## config.mk

```make
export PLATFORM = sky130hd
export DESIGN_NAME = refclk_prbs_port_addr_ctrl
export DESIGN_NICKNAME = d
export VERILOG_FILES = /design/src/refclk_prbs_pkg.sv /design/src/refclk_prbs_port_addr_ctrl.sv
export SDC_FILE = /design/constraint.sdc
export NUM_CORES = 1
export LEC_CHECK = 0
export BUFFER_PORTS_ARGS = -buffer_cell sky130_fd_sc_hd__buf_2
export CORE_MARGIN = 8
export CORE_UTILIZATION = 40
export DETAILED_ROUTE_END_ITERATION = 10
export GPL_TIMING_DRIVEN = 0
export PLACE_DENSITY = 0.71
export REMOVE_ABC_BUFFERS = 1
export SLEW_MARGIN = 20
export SYNTH_ARGS = -nofsm -noshare
export SYNTH_HDL_FRONTEND = slang
export SYNTH_SLANG_ARGS = --single-unit
```

## constraint.sdc

```tcl
create_clock -name i_clk -period 2.4 [get_ports i_clk]
set_clock_uncertainty 0.2 [all_clocks]
set_input_delay 0.12 -clock i_clk [delete_from_list [all_inputs] [get_ports i_clk]]
set_output_delay 0.12 -clock i_clk [all_outputs]
set_load 0.03 [all_outputs]
```

## src/refclk_prbs_pkg.sv

```systemverilog
// Purpose: Constants for the reference, output clock, pattern test and port address block.
// Assumes: Register map is local to this block, reached over a plain strobe port.
// Notes: Offsets are word indices of the local register port.
package refclk_prbs_pkg;
    localparam logic [3:0] ADDR_REF_CTRL   = 4'h0;
    localparam logic [3:0] ADDR_CLK_CTRL   = 4'h1;
    localparam logic [3:0] ADDR_PRBS_CTRL  = 4'h2;
    localparam logic [3:0] ADDR_PASS_SEL   = 4'h3;
    localparam logic [3:0] ADDR_STATUS     = 4'h4;
    localparam logic [3:0] ADDR_PWR_CTRL   = 4'h5;
    localparam logic [15:0] RD_ZERO        = 16'h0000;
    // Clock control fields.
    localparam int CLK_SRC_BIT             = 4;
    localparam int CLK_EN_BIT              = 5;
    localparam logic [15:0] CLK_CTRL_RST   = 16'h0020;
    // Divider codes, index into the ratio table.
    localparam logic [3:0] DIV_CODES       = 4'h9;
    localparam logic [3:0] DIV_RST         = 4'h0;
    // Pattern control: bits 13:12 per channel enables, 2:0 sequence.
    localparam int PRBS_EN_LO              = 12;
    localparam int PRBS_EN_HI              = 13;
    localparam logic [2:0] SEQ_PRBS31      = 3'h0;
    localparam logic [15:0] PRBS_CTRL_RST  = 16'h0000;
    localparam logic [4:0] RATIO_ONE       = 5'h01;
endpackage : refclk_prbs_pkg

```

## src/refclk_prbs_port_addr_ctrl.sv

```systemverilog
// Purpose: Reference choice, output clock divider, pattern test enable and pass, address decode.
// Assumes: All inputs but i_arst_n synchronous to i_clk; byte and oscillator clocks arrive as enable pulses.
// Notes: Per-channel registers are banked by the transaction's channel bit.
`timescale 1ns/1ps
`default_nettype none
module refclk_prbs_port_addr_ctrl (
    // Clock and reset
    input  wire logic        i_clk,
    input  wire logic        i_arst_n,
    // Pins
    input  wire logic        i_reference_choice_pin,
    input  wire logic        i_pattern_test_enable_pin,
    input  wire logic [4:0]  i_port_address_straps,
    input  wire logic        i_channel_a_powerdown_low,
    input  wire logic        i_channel_b_powerdown_low,
    // Clock source enables
    input  wire logic        i_byte_clk_tick_a,
    input  wire logic        i_byte_clk_tick_b,
    input  wire logic        i_osc_div2_tick,
    // Checker results, [ch*5 + lane], lane 4 is high speed side
    input  wire logic [9:0]  i_checker_ok,
    // Management transaction
    input  wire logic [4:0]  i_txn_port_addr,
    input  wire logic [3:0]  i_addr,
    input  wire logic [15:0] i_wdata,
    input  wire logic        i_wr,
    input  wire logic        i_rd,
    output logic [15:0]      o_rdata,
    output logic             o_rvalid,
    // Reference selection per channel, 1 means reference_input_one
    output logic [1:0]       o_ref_sel,
    // Output clock pairs, enable low means driven
    output logic             o_channel_a_clock_output_p,
    output logic             o_channel_a_clock_output_n,
    output logic             o_channel_a_clock_oe_n,
    output logic             o_channel_b_clock_output_p,
    output logic             o_channel_b_clock_output_n,
    output logic             o_channel_b_clock_oe_n,
    // Pattern test
    output logic [1:0]       o_prbs_enable,
    output logic [5:0]       o_prbs_seq,
    output logic             o_pattern_test_pass_indicator,
    output logic             o_pass_oe_n
);

    ////////////////////////////////////////////////////////////////////////////////
    logic       rst_s1_r;
    logic       rst_n_r;
    always_ff @(posedge i_clk or negedge i_arst_n) begin
        if (!i_arst_n) begin
            rst_s1_r <= 1'b0;
            rst_n_r  <= 1'b0;
        end else begin
            rst_s1_r <= 1'b1;
            rst_n_r  <= rst_s1_r;
        end
    end

    ////////////////////////////////////////////////////////////////////////////////
    // Address decode.
    logic       hit;
    logic       ch;
    assign hit = (i_txn_port_addr[4:1] == i_port_address_straps[4:1]);
    assign ch  = i_txn_port_addr[0];

    logic [1:0]  ref_sw_r;
    logic [1:0]  clk_src_r;
    logic [1:0]  clk_en_r;
    logic [3:0]  div_code_r [2];
    logic [3:0]  prbs_en_r;
    logic [5:0]  seq_r;
    logic [3:0]  pass_sel_r;
    logic [1:0]  pwr_down_r;
    logic [1:0]  ref_eff;
    logic [1:0]  pd_any;
    logic        pass_live;

    always_ff @(posedge i_clk or negedge rst_n_r) begin
        if (!rst_n_r) begin
            ref_sw_r      <= 2'h0;
            clk_src_r     <= 2'h0;
            clk_en_r      <= 2'h3;
            div_code_r[0] <= refclk_prbs_pkg::DIV_RST;
            div_code_r[1] <= refclk_prbs_pkg::DIV_RST;
            prbs_en_r     <= 4'h0;
            seq_r         <= {refclk_prbs_pkg::SEQ_PRBS31, refclk_prbs_pkg::SEQ_PRBS31};
            pass_sel_r    <= 4'h0;
            pwr_down_r    <= 2'h0;
        end else if (i_wr && hit) begin
            unique case (i_addr)
                refclk_prbs_pkg::ADDR_REF_CTRL:  ref_sw_r[ch] <= i_wdata[0];
                refclk_prbs_pkg::ADDR_CLK_CTRL: begin
                    clk_src_r[ch] <= i_wdata[refclk_prbs_pkg::CLK_SRC_BIT];
                    clk_en_r[ch]  <= i_wdata[refclk_prbs_pkg::CLK_EN_BIT];
                    if (i_wdata[3:0] < refclk_prbs_pkg::DIV_CODES) begin
                        div_code_r[ch] <= i_wdata[3:0];
                    end
                end
                refclk_prbs_pkg::ADDR_PRBS_CTRL: begin
                    prbs_en_r[ch*2 +: 2] <= i_wdata[refclk_prbs_pkg::PRBS_EN_HI:
                                                    refclk_prbs_pkg::PRBS_EN_LO];
                    seq_r[ch*3 +: 3]     <= i_wdata[2:0];
                end
                refclk_prbs_pkg::ADDR_PASS_SEL:  pass_sel_r <= i_wdata[3:0];
                refclk_prbs_pkg::ADDR_PWR_CTRL:  pwr_down_r[ch] <= i_wdata[0];
                default: ;
            endcase
        end
    end

    ////////////////////////////////////////////////////////////////////////////////
    // Read port; a miss returns no valid so another device may answer.
    always_ff @(posedge i_clk or negedge rst_n_r) begin
        if (!rst_n_r) begin
            o_rdata  <= refclk_prbs_pkg::RD_ZERO;
            o_rvalid <= 1'b0;
        end else begin
            o_rvalid <= i_rd && hit;
            o_rdata  <= refclk_prbs_pkg::RD_ZERO;
            if (i_rd && hit) begin
                unique case (i_addr)
                    refclk_prbs_pkg::ADDR_REF_CTRL:  o_rdata <= {15'h0000, ref_sw_r[ch]};
                    refclk_prbs_pkg::ADDR_CLK_CTRL:  o_rdata <= {10'h000, clk_en_r[ch],
                                                        clk_src_r[ch], div_code_r[ch]};
                    refclk_prbs_pkg::ADDR_PRBS_CTRL: o_rdata <= {2'h0, prbs_en_r[ch*2 +: 2],
                                                        9'h000, seq_r[ch*3 +: 3]};
                    refclk_prbs_pkg::ADDR_PASS_SEL:  o_rdata <= {12'h000, pass_sel_r};
                    refclk_prbs_pkg::ADDR_STATUS:    o_rdata <= {10'h000, pass_live,
                                                        o_prbs_enable, ref_eff[ch],
                                                        i_checker_ok[{3'h0, ch} * 5 + 4],
                                                        pd_any[ch]};
                    refclk_prbs_pkg::ADDR_PWR_CTRL:  o_rdata <= {15'h0000, pwr_down_r[ch]};
                    default: o_rdata <= refclk_prbs_pkg::RD_ZERO;
                endcase
            end
        end
    end

    ////////////////////////////////////////////////////////////////////////////////
    // Reference choice: pin high forces reference one, else the register decides.
    assign ref_eff   = {2{i_reference_choice_pin}} | ref_sw_r;
    assign o_ref_sel = ref_eff;

    logic [1:0] pd_pin;
    assign pd_pin = {~i_channel_b_powerdown_low, ~i_channel_a_powerdown_low};
    assign pd_any = pd_pin | pwr_down_r;

    ////////////////////////////////////////////////////////////////////////////////
    // Output clock dividers, one per channel.
    function automatic logic [4:0] ratio_of(input logic [3:0] code);
        unique case (code)
            4'h0: ratio_of = 5'h01;
            4'h1: ratio_of = 5'h02;
            4'h2: ratio_of = 5'h04;
            4'h3: ratio_of = 5'h05;
            4'h4: ratio_of = 5'h08;
            4'h5: ratio_of = 5'h0A;
            4'h6: ratio_of = 5'h10;
            4'h7: ratio_of = 5'h14;
            default: ratio_of = 5'h19;
        endcase
    endfunction : ratio_of

    logic [1:0] clk_lvl;
    logic [1:0] byte_tick;
    assign byte_tick = {i_byte_clk_tick_b, i_byte_clk_tick_a};

    genvar g;
    generate
        for (g = 0; g < 2; g++) begin : g_div
            logic       src_tick;
            logic [4:0] cnt_r;
            logic       lvl_r;
            assign src_tick = clk_src_r[g] ? i_osc_div2_tick : byte_tick[g];
            // The level toggles once every ratio source ticks; the ratio counts ticks between toggles.
            always_ff @(posedge i_clk or negedge rst_n_r) begin
                if (!rst_n_r) begin
                    cnt_r <= 5'h00;
                    lvl_r <= 1'b0;
                end else if (src_tick && clk_en_r[g]) begin
                    if (cnt_r + refclk_prbs_pkg::RATIO_ONE >= ratio_of(div_code_r[g])) begin
                        cnt_r <= 5'h00;
                        lvl_r <= ~lvl_r;
                    end else begin
                        cnt_r <= cnt_r + refclk_prbs_pkg::RATIO_ONE;
                    end
                end
            end
            assign clk_lvl[g] = lvl_r & clk_en_r[g];
        end
    endgenerate

    // Reset gives differential zero (p low, n high); power down floats.
    always_comb begin
        o_channel_a_clock_output_p = rst_n_r & clk_lvl[0];
        o_channel_a_clock_output_n = ~(rst_n_r & clk_lvl[0]);
        o_channel_a_clock_oe_n     = rst_n_r & pd_any[0];
        o_channel_b_clock_output_p = rst_n_r & clk_lvl[1];
        o_channel_b_clock_output_n = ~(rst_n_r & clk_lvl[1]);
        o_channel_b_clock_oe_n     = rst_n_r & pd_any[1];
    end

    ////////////////////////////////////////////////////////////////////////////////
    // Pattern test enables, both sides folded per channel.
    assign o_prbs_enable[0] = i_pattern_test_enable_pin | (|prbs_en_r[1:0]);
    assign o_prbs_enable[1] = i_pattern_test_enable_pin | (|prbs_en_r[3:2]);
    assign o_prbs_seq       = seq_r;

    // Selection: bit 3 channel, bit 2 high speed side, bits 1:0 low speed lane.
    logic [3:0] sel_idx;
    logic       sel_ch;
    assign sel_ch  = pass_sel_r[3];
    assign sel_idx = pass_sel_r[2] ? 4'h4 : {2'h0, pass_sel_r[1:0]};
    assign pass_live = i_checker_ok[{3'h0, sel_ch} * 5 + sel_idx];

    logic pass_r;
    always_ff @(posedge i_clk or negedge rst_n_r) begin
        if (!rst_n_r) begin
            pass_r <= 1'b1;
        end else if (o_prbs_enable[sel_ch]) begin
            pass_r <= pass_live;
        end else begin
            pass_r <= 1'b1;
        end
    end
    // Pass floats only when both channels are pin powered down, driven high in reset.
    assign o_pattern_test_pass_indicator = pass_r | ~rst_n_r;
    assign o_pass_oe_n = rst_n_r & pd_pin[0] & pd_pin[1];

endmodule : refclk_prbs_port_addr_ctrl
`default_nettype wire

```

# Yosys cells after proc, flatten, opt, wreduce, memory -nomap -nowiden
# Memory sizes are Yosys's and may differ from the RTL's.
# Cells that the tools add are included.
# op_classes
div_mod_pow,0
n_mul,3
reduce_logical,17
shift,6
mux,44
magnitude_cmp,10
n_bitwise,21
n_eq_ne,6
n_addsub,6
# op_table
operator,n
$pmux W14 S6,1
$neg A2 Y34,1
$neg A3 Y34,1
$shift A2 B34 Y4 const A,1
$shift A3 B34 Y6 const A,1
$shiftx A2 B34 Y4,1
$shiftx A3 B34 Y6,1
$mux W5,6
$mux W1,20
$mux W4,4
$mux W14,1
$reduce_and A2 Y1,7
$add A5 B1 Y5 const B,2
$ge A5 B5 Y1,2
$lt A5 B5 Y1 const B,2
$and A1 B1 Y1,8
$bmux W1 S4,2
$bwmux W2,4
$bwmux W8,1
$eq A4 B2 Y1 const B,2
$eq A4 B3 Y1 const B,2
$mul A1 B3 Y4 const B,2
$not A1 Y1,7
$bwmux W6,1
other kinds (23),33
# word_totals
word_cells,133
regBits,62
latchBits,0
mem_bits_rw,0
mem_bits_ro,80
memories,2
# memory_table
name,depth,width,read_ports,rd_clocked_by_memory_dff,write_ports,line,text
(name not given),8,5,1,0,0,refclk_prbs_port_addr_ctrl.sv:151,unique case (code)
(name not given),8,5,1,0,0,refclk_prbs_port_addr_ctrl.sv:151,

# Depth between registers and ports, before layout
# Gate-level depths: netlist of run 1.
# logic_depth
word_depth,6
ltp_mapped,9

# Worst setup path after synthesis of run 1
# Ideal clock, no wire load.
# synth_timing
kind,reg2out
from,register rst_n_r
to,output o_channel_a_clock_output_p
path_slack_ns,-0.444
path_stages_with_launch,3
n_path_buf,0
arrival_time_ns,2.524
required_time_ns,2.080
cell_sequence,dfrtp_1 > nand3_1 > inv_1
# synth_between
elab_chain_cells,1
# synth_rtl
element,line,text
start: declaration,refclk_prbs_port_addr_ctrl.sv:48,logic rst_n_r;
start signal: assignment,refclk_prbs_port_addr_ctrl.sv:55,rst_n_r <= rst_s1_r;
$and A1 B1 Y1,refclk_prbs_port_addr_ctrl.sv:195,o_channel_a_clock_output_p = rst_n_r & clk_lvl[0];
end: declaration,refclk_prbs_port_addr_ctrl.sv:33,"output logic o_channel_a_clock_output_p,"
# Every way passes these cells.

# Worst setup path after layout of run 1
# layout_timing
from,register pass_sel_r[0]
to,register o_rdata[5]
# layout_between
elab_chain_cells,6
# layout_rtl
element,line,text
start: declaration,refclk_prbs_port_addr_ctrl.sv:72,logic [3:0] pass_sel_r;
start signal: assignment,refclk_prbs_port_addr_ctrl.sv:104,refclk_prbs_pkg::ADDR_PASS_SEL: pass_sel_r <= i_wdata[3:0];
$mux W3,refclk_prbs_port_addr_ctrl.sv:213,"assign sel_idx = pass_sel_r[2] ? 4'h4 : {2'h0, pass_sel_r[1:0]};"
$add A4 B3 Y5,refclk_prbs_port_addr_ctrl.sv:214,"assign pass_live = i_checker_ok[{3'h0, sel_ch} * 5 + sel_idx];"
$bmux W1 S4,refclk_prbs_port_addr_ctrl.sv:214,
$mux W1 (implied by the code),refclk_prbs_port_addr_ctrl.sv:214,
$pmux W14 S6,refclk_prbs_port_addr_ctrl.sv:121,unique case (i_addr)
$mux W14,refclk_prbs_port_addr_ctrl.sv:120,if (i_rd && hit) begin
end signal: assignment,refclk_prbs_port_addr_ctrl.sv:119,o_rdata <= refclk_prbs_pkg::RD_ZERO;
end signal: assignment,refclk_prbs_port_addr_ctrl.sv:122,"refclk_prbs_pkg::ADDR_REF_CTRL: o_rdata <= {15'h0000, ref_sw_r[ch]};"
end signal: assignment,refclk_prbs_port_addr_ctrl.sv:123,"refclk_prbs_pkg::ADDR_CLK_CTRL: o_rdata <= {10'h000, clk_en_r[ch],"
end: declaration,refclk_prbs_port_addr_ctrl.sv:28,"output logic [15:0] o_rdata,"
# Every way passes these cells. The select of a mux whose other input is x is not followed.
# A chain may end at the register's enable or synchronous reset.

==> metrics.md, run 1 <==
| Metric | Value |
|---|---|
| Hold Path Stages | 2 |
| Die Y-Extent | between 100 and 150 µm |
| CTS buffer count | 5 |
| Ys flop type | dfrtp_1 |
| First-pass GRT wire length | 12,830 µm |
| Initial Util | 40.51% |
| Final wirelength | 8034 µm |
| YS warnings | 0 |
| Pre-CTS setup slack | -0.1387 ns |
| Hold endpoint | pwr_down_r[0]$_DFFE_PN0P_ |
| Clock Tree Buf Depth | 2 |
| Relative slew margins | between 40 and 50% |
| Yosys reg bits | 54 |
| Synth Instances | 297 |
| N_diodes | 0 |
| Status | finished, final reports clean |
| Largest net degree at the start of global routing | 59 |
| Kind of critical path | flop to flop |
| Share of cells above drive strength 1 | approximately two fifths |
| Tmin final | 2.332 ns |
| Fin crit share | between 90% and 100% |
| EDFF count, synth | 0 |
| Global Route Usage Sum | 13.70% |
| Iteration-0 DRC Markers | between 100 and 150 |
| Final setup fails | 0 |
| Path category of the worst min-delay check | input pin to flop |
| Die X | 106.5 µm |
| Hpwl dp | 5848 µm |
| Synthesized cell area | 3278 µm² |
| Post-synth cell types | 56 |
| Final Hold Viols | 0 |
| Max Clk Rate | 428.8 MHz |
| Average wire per standard cell | between 15 and 20 µm |
| DRC viols | 0 |
| Avg Cell Area, Syn | 11.04 µm² |
| Critical R2R Capture | o_rdata[5]$_DFF_PN0_ |
| Clock transition at the registers of the reported paths | 0.10 ns |
| Final Max Slew Viols | 0 |
| R2r startpoint | pass_sel_r[0]$_DFFE_PN0P_ |
| Slack of the critical path | slightly below 0.07 ns |
| H-tree depth | 2 |
| R2R depth | 7 |
| Tightest Pin Transition | approximately 0.76 ns |
| Avg Vias per Cell | 5.206 |
| Synthesis-to-finish area growth | 23.21% |
| Port Buf Inserts | 68 |
| Startpoint Class | flop |
| CTS sink count | 54 |
| TritonCTS clock tree | yes |
| Critical Path Fanout Max | 3 |
| Vias | 2,551 |
| Reg area | ~1400 µm² |
| Antenna violations before repair | 0 |
| Drt first pass iters | 6 |
| Total leakage power | 2.003 nW |
| Worst hold slack | 0.01399 ns |
| Power Dens Cells | 500.8 nW/µm² |
| Max Cap Viol | 0 |
| Vias in the first global route | 2,724 |
| Post-route ant nets | 0 |
| Setup crit end kind | flop |
| Clk Latency, worst-skew pair | 0.31 ns |
| HP Start | i_wdata[0] |
| Maximum vdd drop | around 0.25 mV |
| Final setup TNS | 0 ns |
| Final core utilization | 49.91% |
| CTS Root Cell | clkbuf_8 |
| DIE AREA | 11,350 µm² |
| Sequential area share after synthesis | between 40 and 50% |
| Multi-input logic area | about 1900 µm² |
| FILL cells | 767 |
| Ports | between 80 and 90 |
| Global route total overflow | 0 |
| Layout net count | 454 |
| Arr. time, crit path | around 2.3 ns |
| Row count | 33 |
| R2R setup slack | 0.07 ns |
| Async S/R FF share, synth | 100.0% |
| Final instance area | 4039 µm² |
| Critical Path RT | 2.39 ns |
| Core area | 8093 µm² |
| Gpl congestion | 0.8022 |
| Placed Area | 3670 µm² |
==> logic make-up (layout without fill, tap and decap cells) <==
group	after synthesis	after routing	synth area share, %
buffers and inverters	28	109	4.847
AND/OR/NAND/NOR	88	88	16.49
multiplexers	47	47	16.56
flip-flops	54	54	41.34
other	2	9	0.2291
AO/OA/AOI/OAI	46	46	9.810
adder cells (fa/ha/maj)	19	19	7.252
XOR/XNOR	13	13	3.473
==> cells in the mapped netlist (2+ instances only) <==
master | n | area (µm²)
or2_2 | 4 | 25.02
buf_4 | 9 | 67.56
nor2b_1 | 5 | 31.28
and2_1 | 6 | 37.54
mux2i_1 | 7 | 70.07
xor2_1 | 7 | 61.31
a222oi_1 | 2 | 20.02
nor2_4 | 2 | 22.52
xnor2_1 | 6 | 52.55
a21oi_1 | 10 | 50.05
a21o_1 | 4 | 30.03
buf_6 | 2 | 22.52
dfrtp_1 | 51 | 1276
o21ai_0 | 8 | 40.04
a221oi_1 | 4 | 35.03
mux4_2 | 2 | 45.04
nand4_1 | 2 | 12.51
dfstp_2 | 3 | 78.83
nand2b_1 | 5 | 31.28
buf_2 | 3 | 15.01
ha_1 | 19 | 237.7
nor2_1 | 11 | 41.29
nor3b_1 | 2 | 15.01
a41o_1 | 4 | 40.04
nor3_1 | 4 | 20.02
mux2_2 | 38 | 427.9
inv_1 | 13 | 48.80
conb_1 | 2 | 7.510
a31oi_1 | 5 | 31.28
and3_1 | 3 | 18.77
nand3_1 | 12 | 60.06
nand2_1 | 18 | 67.56
==> cell usage in the layout (no fill, tap or decap), types with 7 or more instances in the layout <==
cell type	instances
inv_1	13
nand3_1	12
xor2_1	7
nor2_1	11
clkbuf_8	7
mux2_2	37
a21oi_1	10
dlygate4sd3_1	11
buf_4	9
conb_1	9
dfrtp_1	48
buf_2	68
ha_1	16
nand2_1	18
==> timing repair <==
item | CTS | global route
setup endpoints to repair | 13 | 12
setup buffers | 6 | 3
gates resized for setup | 9 | 11
hold buffers | 11 | 0
pin swaps | 3 | 2
hold endpoints to repair | 25 | 0
==> through the flow <==
| step | total power, W | instances |
|---|---|---|
| 4_1_cts | 0.002013 | 487 |
| 3_3_place_gp | 0.001372 | 462 |
| 3_5_place_dp | 0.001384 | 462 |
| 5_1_grt | 0.002123 | 490 |
| 2_1_floorplan | 0.001257 | 289 |
| 6_report | 0.002023 | 490 |
==> flip-flops by register name, summed over array words and instances, names as in the netlist <==
signal / cells
clk_src_r: 2
rst_s1_r: 1
g_div.cnt_r: 10
div_code_r: 8
o_rdata: 8
g_div.lvl_r: 2
ref_sw_r: 2
o_rvalid: 1
prbs_en_r: 4
rst_n_r: 1
o_prbs_seq: 6
pass_r: 1
pwr_down_r: 2
clk_en_r: 2
pass_sel_r: 4
==> per-layer routing <==
metal,track usage [%],wire (µm)
met5,0,0
met3,2.299,278
met2,24.26,4200
met1,16.06,3399
met4,5.528,156
==> where the power goes <==
group	internal, W	leakage (nW)	total (W)	switching [W]
Combinational	0.000200	1.22	0.000421	0.000221
Clock	0.000265	0.0544	0.000573	0.000307
Sequential	0.000964	0.726	0.00103	0.0000653
Total	0.00143	2.00	0.00202	0.000593
==> area by class of cell <==
class                      count  area share [%]
clock buffer                   7           2.385
clock inverter                 1          0.2169
inverter                      13           1.208
multi-input combinational    222           46.41
sequential                    54           33.71
tap                          105           3.253
timing repair buffer          88           12.83
==> how the worst max path moves through the flow <==
stage / from / endpoint / slack [ns] / cells after the start
2_1_floorplan: rst_n_r$_DFF_PN0_ / o_channel_a_clock_output_p / -0.44 / 2
3_3_place_gp: rst_n_r$_DFF_PN0_ / o_channel_a_clock_output_p / -0.45 / 3
3_5_place_dp: div_code_r[5]$_DFFE_PN0P_ / g_div[0].cnt_r[0]$_DFFE_PN0P_ / -0.14 / 9
4_1_cts: div_code_r[4]$_DFFE_PN0P_ / g_div[0].cnt_r[2]$_DFFE_PN0P_ / 0.02 / 9
5_1_grt: div_code_r[0]$_DFFE_PN0P_ / g_div[1].cnt_r[0]$_DFFE_PN0P_ / -0.01 / 9
6_report: pass_sel_r[0]$_DFFE_PN0P_ / o_rdata[5]$_DFF_PN0_ / 0.07 / 7
==> worst max-delay path, cell delays in order (launching register included) <==
cell      delay [ns]
dfrtp_1         0.40
nor2b_2         0.17
ha_4            0.30
mux4_2          0.49
mux2_4          0.29
mux2i_4         0.15
nand2b_1        0.13
a21oi_1         0.07
(Power assumes the default switching activity.)
==> run 2, diff against run 1 <==
--- a/config.mk
+++ b/config.mk
@@ -12,5 +12,4 @@
 export GPL_TIMING_DRIVEN = 0
 export PLACE_DENSITY = 0.71
-export REMOVE_ABC_BUFFERS = 1
 export SLEW_MARGIN = 20
 export SYNTH_ARGS = -nofsm -noshare
==> constraint.sdc (replaced) <==
create_clock -name i_clk -period 2.4 [get_ports i_clk]
set_clock_uncertainty 0.2 [all_clocks]
set_input_delay 0.24 -clock i_clk [delete_from_list [all_inputs] [get_ports i_clk]]
set_output_delay 0.24 -clock i_clk [all_outputs]
set_load 0.03 [all_outputs]
==> run 2 against run 1 <==
Net effect:
- cell count up 2.0%
- clock power fell by 3.8%
- worst setup slack gained 0.019 ns
- clock-buffer cell count is 2 lower
- wire length down 1.3%
- largest power group unchanged
- register-to-register slack gained 0.02 ns
- power decreased by 0.44%
- largest cell class unchanged
- global-route usage down 0.17 points
- first-iteration DRC count up 43%
==> metrics.md, run 2 (same netlist as run 1, synthesis figures left out) <==
| Metric | Value |
|---|---|
| Ports | 86 (unchanged) |
| Clock Tree Buf Depth | 2 (unchanged) |
| Vias in the first global route | 2,600 (-4.6%) |
| H-tree depth | 2 (unchanged) |
| Design Power | 0.002014 W (-0.44%) |
| Final setup fails | 0 (unchanged) |
| Critical Path RT | 2.39 ns (about the same) |
| Kind of critical path | flop to flop |
| Vias | 2,619 (+2.7%) |
| Most frequent cells in the layout | 69 x buf_2, 48 x dfrtp_1, 37 x mux2_2 |
| FILL cells | 749 (-2.3%) |
| Tightest Pin Transition | 0.9245 ns (+0.1605 ns) |
| Final Max Slew Viols | 0 (unchanged) |
| Hpwl dp | 5879 µm (+0.54%) |
| Path category of the worst min-delay check | input pin to asynchronous set/reset pin |
| Startpoint Class | flop |
| Final wirelength | 7931 µm (-1.3%) |
| Relative slew margins | 37.50% (-11 points) |
| First-pass GRT wire length | 12,540 µm (-2.3%) |
| Synthesis-to-finish area growth | 25.92% |
| CTS Root Cell | clkbuf_8 |
| Iteration-0 DRC Markers | 170 (+43%) |
| Largest register FFs | 10 (unchanged) |
| Layout Cells excl Fill | 500 (+2.0%) |
| Largest registers | g_div.cnt_r x10, div_code_r x8, o_rdata x8 |
| Fin crit share | 96.37% (-0.81 points) |
| Antenna violations before repair | 0 (unchanged) |
| N_diodes | 0 (unchanged) |
| Die Y-Extent | 106.5 µm (unchanged) |
| Maximum vdd drop | 0.2681 mV (+6.7%) |
| Status | finished, final reports clean |
| CTS buffer count | 5 (unchanged) |
| Critical Path Fanout Max | 3 (unchanged) |
| Die X | 106.5 µm (unchanged) |
| Clock transition at the registers of the reported paths | 0.11 ns (about the same) |
| Final instance area | 4128 µm² (+2.2%) |
| Largest net degree at the start of global routing | 59 (unchanged) |
| Most common cell after layout, fill and taps aside | buf_2 |
| Core area | 8093 µm² (unchanged) |
| Port Buf Inserts | 66 (-2.9%) |
| Max Cap Viol | 0 (unchanged) |
| Setup crit end kind | flop |
| DIE AREA | 11,350 µm² (unchanged) |
| Final Hold Viols | 0 (unchanged) |
| Placed Area | 3770 µm² (+2.7%) |
| Drt first pass iters | 4 (-2) |
| CTS sink count | 54 (unchanged) |
| Total leakage power | 2.076 nW (+3.6%) |
| Average wire per standard cell | 15.86 µm (-3.3%) |
| Share of cells above drive strength 1 | 44.81% (+4.3 points) |
| Power Dens Cells | 487.8 nW/µm² (-2.6%) |
| Max Clk Rate | 432.4 MHz (+0.84%) |
| Reg with most FFs | g_div.cnt_r |
| Global Route Usage Sum | 13.53% (-0.17 points) |
| Post-route ant nets | 0 (unchanged) |
| DRC viols | 0 (unchanged) |
| Arr. time, crit path | 2.31 ns (about the same) |
| Tmin final | 2.313 ns (-0.01942 ns) |
| TritonCTS clock tree | yes |
| Gpl congestion | 0.8085 (+0.79%) |
| Clk Latency, worst-skew pair | 0.31 ns (about the same) |
| Global route total overflow | 0 (unchanged) |
| Row count | 33 (unchanged) |
| Placed cell count | 475 (+2.8%) |
| Initial Util | 40.51% (unchanged) |
| Layout net count | 464 (+2.2%) |
| Avg Vias per Cell | 5.238 (+0.61%) |
[run 2: cell count changes in the layout (fill, tap and decap cells not counted), sizes merged]
cell	delta
clkbuf	-1
inv	+1
buf	+14
clkinv	+1
dlygate4sd3	-5
[run 2: power by group]
group,internal [W],total (W),switching (W),leakage (nW)
clock network,0.000217,0.000551,0.000334,0.0502
logic,0.000211,0.000437,0.000226,1.30
registers,0.000963,0.00103,0.0000620,0.726
total,0.00139,0.00201,0.000622,2.08
[run 2: final timing paths]
path                       cells after the start                 startpoint  slack (ns)                        end
min reg2reg                                    0         rst_s1_r$_DFF_PN0_        0.17          rst_n_r$_DFF_PN0_
max                                            7  pass_sel_r[0]$_DFFE_PN0P_        0.09       o_rdata[5]$_DFF_PN0_
max reg2reg                                    7  pass_sel_r[0]$_DFFE_PN0P_        0.09       o_rdata[5]$_DFF_PN0_
min in group i_clk                             4  i_pattern_test_enable_pin        0.02           pass_r$_DFF_PN1_
min                                            2                   i_arst_n        0.02          rst_n_r$_DFF_PN0_
max in group asynchronous                      0          rst_n_r$_DFF_PN0_        1.29  div_code_r[5]$_DFFE_PN0P_
[run 2: worst max-delay path, cell delays in order (launching register included)]
cell,delay [ns]
dfrtp_1,0.40
nor2b_2,0.17
ha_4,0.30
mux4_2,0.50
mux2_4,0.29
mux2i_4,0.14
nand2b_1,0.12
a21oi_1,0.06
[run 2: cell type report]
class | instances | area, µm² | area share (%)
Multi-Input combinational cell | 222 | 1906 | 46.17
Clock buffer | 5 | 68.82 | 1.667
Tap cell | 105 | 131.4 | 3.183
Sequential cell | 54 | 1361 | 32.98
Inverter | 13 | 48.80 | 1.182
Buffer | 15 | 110.1 | 2.667
Clock inverter | 3 | 28.78 | 0.6972
Timing Repair Buffer | 83 | 473.0 | 11.46
[run 2: timing repair]
action	CTS	global route
gates resized for setup	5	20
hold buffers	6	0
hold endpoints to repair	11	0
buffers inserted	3	8
pin swaps	4	5
setup endpoints to repair	13	14
[run 2: metal layers]
layer  GRT usage [%]  wire, µm  vias to the layer above
li1                -         -                     1264
met1           16.27      3297                     1254
met2           23.06      3916                       89
met3           3.388       573                       12
met4           4.523       143                        0
met5               0         0                        -
[run 2: stage by stage]
step                      setup WS [ns]  utilization [%]  hold slack (ns)  setup TNS (ns)
after global placement         -0.06039            46.55          -0.1756         -0.2974
after detailed placement        -0.1378            46.58          -0.1722         -0.8074
after floorplan                  0.1368                -          -0.2556               0
final                           0.08721            51.00          0.01541               0
after CTS                      -0.02288            49.07          0.01734        -0.02288
after global routing           -0.01841            51.00          0.01681        -0.01841
==> run 3, diff against run 2 <==
- ABC_AREA: unset -> 1
- ABC_CLOCK_PERIOD_IN_PS: unset -> 2400
- CTS_BUF_LIST: unset -> sky130_fd_sc_hd__clkbuf_8
==> run 3 against run 2 <==
Net effect:
- cell count grew 27%
- area after synthesis grew 2.6%
- non-clock buffer count shrank 7
- register-to-register slack gained 0.05 ns
- maximum frequency grew 2.3%
- sequential share of layout area grew 0.14 points
- clock power shrank 3%
- core utilization shrank 0.82 points
- sequential power shrank 4%
- first-iteration DRC count grew 11%
- clock-buffer cell count is the same
- global-route usage grew 1.2 points
- highest routed layer unchanged
==> metrics.md, run 3 <==
| Metric | Value |
|---|---|
| Post-route ant nets | 0 (unchanged) |
| YS warnings | 0 (unchanged) |
| Tmin final | 2.260 ns (-0.05249 ns) |
| Gpl congestion | 0.8392 (+3.8%) |
| Startpoint Class | flop |
| Async S/R FF share, synth | 100.0% (unchanged) |
| Largest net degree at the start of global routing | 29 (-51%) |
| Hpwl dp | 6706 µm (+14%) |
| Most common cell after layout, fill and taps aside | nand2_1 |
| Yosys top cell area share | 37.96% (-0.97 points) |
| Drt first pass iters | 4 (unchanged) |
| Critical Path Fanout Max | 5 (+2) |
| Antenna violations before repair | 0 (unchanged) |
| Final setup fails | 0 (unchanged) |
| CTS buffer count | 5 (unchanged) |
| Yosys reg bits | 54 (unchanged) |
| N_diodes | 0 (unchanged) |
| Reg with most FFs | g_div.cnt_r |
| Path category of the worst min-delay check | input pin to flop |
| Top post-synthesis cells by area | dfrtp_1 38%, nand2_1 14%, inv_1 7.4%, ha_1 7.1%, a21oi_1 3.7% |
| Yosys top cell by area | dfrtp_1 |
| Die Y-Extent | 107.7 µm (+1.1%) |
| Vias in the first global route | 3,090 (+19%) |
| Most frequent cell after synthesis | nand2_1 |
| Clock transition at the registers of the reported paths | 0.11 ns (about the same) |
| CTS sink count | 54 (unchanged) |
| Average wire per standard cell | 13.68 µm (-14%) |
| R2R depth | 10 (+3) |
| Synth Instances | 439 (+48%) |
| Worst hold slack | 0.01313 ns (-0.002280 ns) |
| Fin crit share | 94.18% (-2.2 points) |
| Hold Path Stages | 3 |
| Max Clk Rate | 442.4 MHz (+2.3%) |
| Clk Latency, worst-skew pair | 0.32 ns (about the same) |
| CTS Root Cell | clkbuf_8 |
| DIE AREA | 11,600 µm² (+2.2%) |
| H-tree depth | 2 (unchanged) |
| Largest register FFs | 10 (unchanged) |
| Maximum vdd drop | 0.3325 mV (+24%) |
| Final Max Slew Viols | 0 (unchanged) |
| Reg area | 1359 µm² (-0.18%) |
| Post-synth cell types | 31 (-45%) |
| Avg Cell Area, Syn | 7.658 µm² (-31%) |
| DRC viols | 0 (unchanged) |
| Final wirelength | 8703 µm (+9.7%) |
| Iteration-0 DRC Markers | 189 (+11%) |
| Final Hold Viols | 0 (unchanged) |
| Arr. time, crit path | 2.30 ns (about the same) |
| Largest registers | g_div.cnt_r x10, div_code_r x8, o_rdata x8 |
| Vias | 3,167 (+21%) |
| Setup crit end kind | flop |
| Sequential area share after synthesis | 40.31% (-1.0 points) |
| Row count | 33 (unchanged) |
| Max Cap Viol | 0 (unchanged) |
| FILL cells | 794 (+6.0%) |
| Clock Tree Buf Depth | 2 (unchanged) |
| TritonCTS clock tree | yes |
| EDFF count, synth | 0 (unchanged) |
| Power Dens Cells | 470.5 nW/µm² (-3.6%) |
| Share of cells above drive strength 1 | 22.22% (-23 points) |
| Kind of critical path | flop to flop |
| Ys flop type | dfrtp_1 |
| Multi-input logic area | 1723 µm² (-9.6%) |
| First-pass GRT wire length | 13,940 µm (+11%) |
| Port Buf Inserts | 67 (+1.5%) |
| Ports | 86 (unchanged) |
| Synth cell count leaders | 121 x nand2_1, 66 x inv_1, 51 x dfrtp_1, 25 x a21oi_1, 25 x o21ai_0 |
| Global Route Usage Sum | 14.73% (+1.2 points) |
| Critical Path RT | 2.44 ns (+0.05 ns) |
| Die X | 107.7 µm (+1.1%) |
| Core area | 8175 µm² (+1.0%) |
| Most frequent cells in the layout | 121 x nand2_1, 71 x buf_2, 66 x inv_1 |
| Synthesis-to-finish area growth | 22.03% |
| Status | finished, final reports clean |
| Layout net count | 600 (+29%) |
| Total leakage power | 2.132 nW (+2.7%) |
| Avg Vias per Cell | 4.980 (-4.9%) |
| Global route total overflow | 0 (unchanged) |
| Design Power | 0.001930 W (-4.1%) |
| Initial Util | 41.12% (+0.62 points) |
| Synthesized cell area | 3362 µm² (+2.6%) |
==> run 3: changes by cell type in the layout (fill, tap and decap cells not counted), sizes merged, moves of 12 or more <==
cell | before | now
mux2 | 38 | 0
nand2 | 19 | 121
nand4 | 3 | 20
a21oi | 10 | 25
inv | 14 | 67
nor2 | 13 | 25
o21ai | 8 | 40
==> run 3: metrics by stage <==
step	TNS [ns]	setup slack, ns	cell area (µm²)	utilization, %	cells
5_1_grt	-0.02434	-0.02434	4103	50.18	636
4_1_cts	0	0.04850	4043	49.45	633
6_report	0	0.1397	4103	50.18	636
3_5_place_dp	0	0.07799	3869	47.32	618
2_1_floorplan	0	0.2004	3402	-	446
3_3_place_gp	0	0.1452	3869	47.32	618
==> run 3: cell type report <==
| type | instances | share of cell area [%] |
|---|---|---|
| buffer | 14 | 2.501 |
| timing repair buffer | 77 | 10.86 |
| clock buffer | 5 | 1.677 |
| clock inverter | 3 | 0.6099 |
| multi-input combinational | 312 | 41.99 |
| tap | 105 | 3.202 |
| inverter | 66 | 6.038 |
| sequential | 54 | 33.12 |
==> run 3: where the power goes <==
part / total, W / leakage [nW] / internal [W] / switching, W
Combinational: 0.000402 / 1.38 / 0.000148 / 0.000253
Clock: 0.000537 / 0.0447 / 0.000212 / 0.000325
Sequential: 0.000992 / 0.705 / 0.000958 / 0.0000332
==> run 3: worst paths after layout <==
path	start	endpoint	slack (ns)
max	g_div[0].cnt_r[0]$_DFFE_PN0P_	g_div[0].cnt_r[3]$_DFFE_PN0P_	0.14
min	i_wdata[4]	clk_src_r[0]$_DFFE_PN0P_	0.01
max reg2reg	g_div[0].cnt_r[0]$_DFFE_PN0P_	g_div[0].cnt_r[3]$_DFFE_PN0P_	0.14
min reg2reg	rst_n_r$_DFF_PN0_	clk_src_r[1]$_DFFE_PN0P_	0.02
max in group asynchronous	rst_n_r$_DFF_PN0_	pass_r$_DFF_PN1_	1.49
min in group asynchronous	i_arst_n	rst_n_r$_DFF_PN0_	0.02
==> run 3: worst max-delay path, stage by stage (launching register included) <==
cell     delay [ns]
dfrtp_1        0.44
ha_2           0.21
xor2_1         0.23
ha_1           0.30
nand2_1        0.08
inv_1          0.04
o21ai_0        0.14
nand4_1        0.20
nor2_4         0.21
nand2_1        0.06
o21ai_0        0.08
==> run 3: cells by family (layout without fill, tap and decap cells) <==
group                    after synthesis  count (layout)  share of synthesized area (%)
buffers and inverters                 80             165                          10.42
XOR/XNOR                              13              13                          3.387
adder cells (fa/ha/maj)               19              19                          7.071
AO/OA/AOI/OAI                         72              72                          11.35
AND/OR/NAND/NOR                      199             199                          27.24
flip-flops                            54              54                          40.31
other                                  2               9                         0.2234
==> run 3: routing by layer <==
| layer | vias up | global-route usage, % | share of wire (%) |
|---|---|---|---|
| met3 | 14 | 3.713 | 6.3 |
| met2 | 89 | 25.22 | 50 |
| li1 | 1594 | - | - |
| met4 | 0 | 3.171 | 1.6 |
| met1 | 1470 | 18.15 | 43 |
| met5 | - | 0 | 0 |
==> run 3: repair_timing <==
item,4_1_cts,5_1_grt
buffers inserted,1,3
endpoints found under the hold margin,10,0
resized for setup,0,6
hold buffers,6,0
pin swaps,0,6
setup endpoints to repair,8,10
gates cloned,0,0
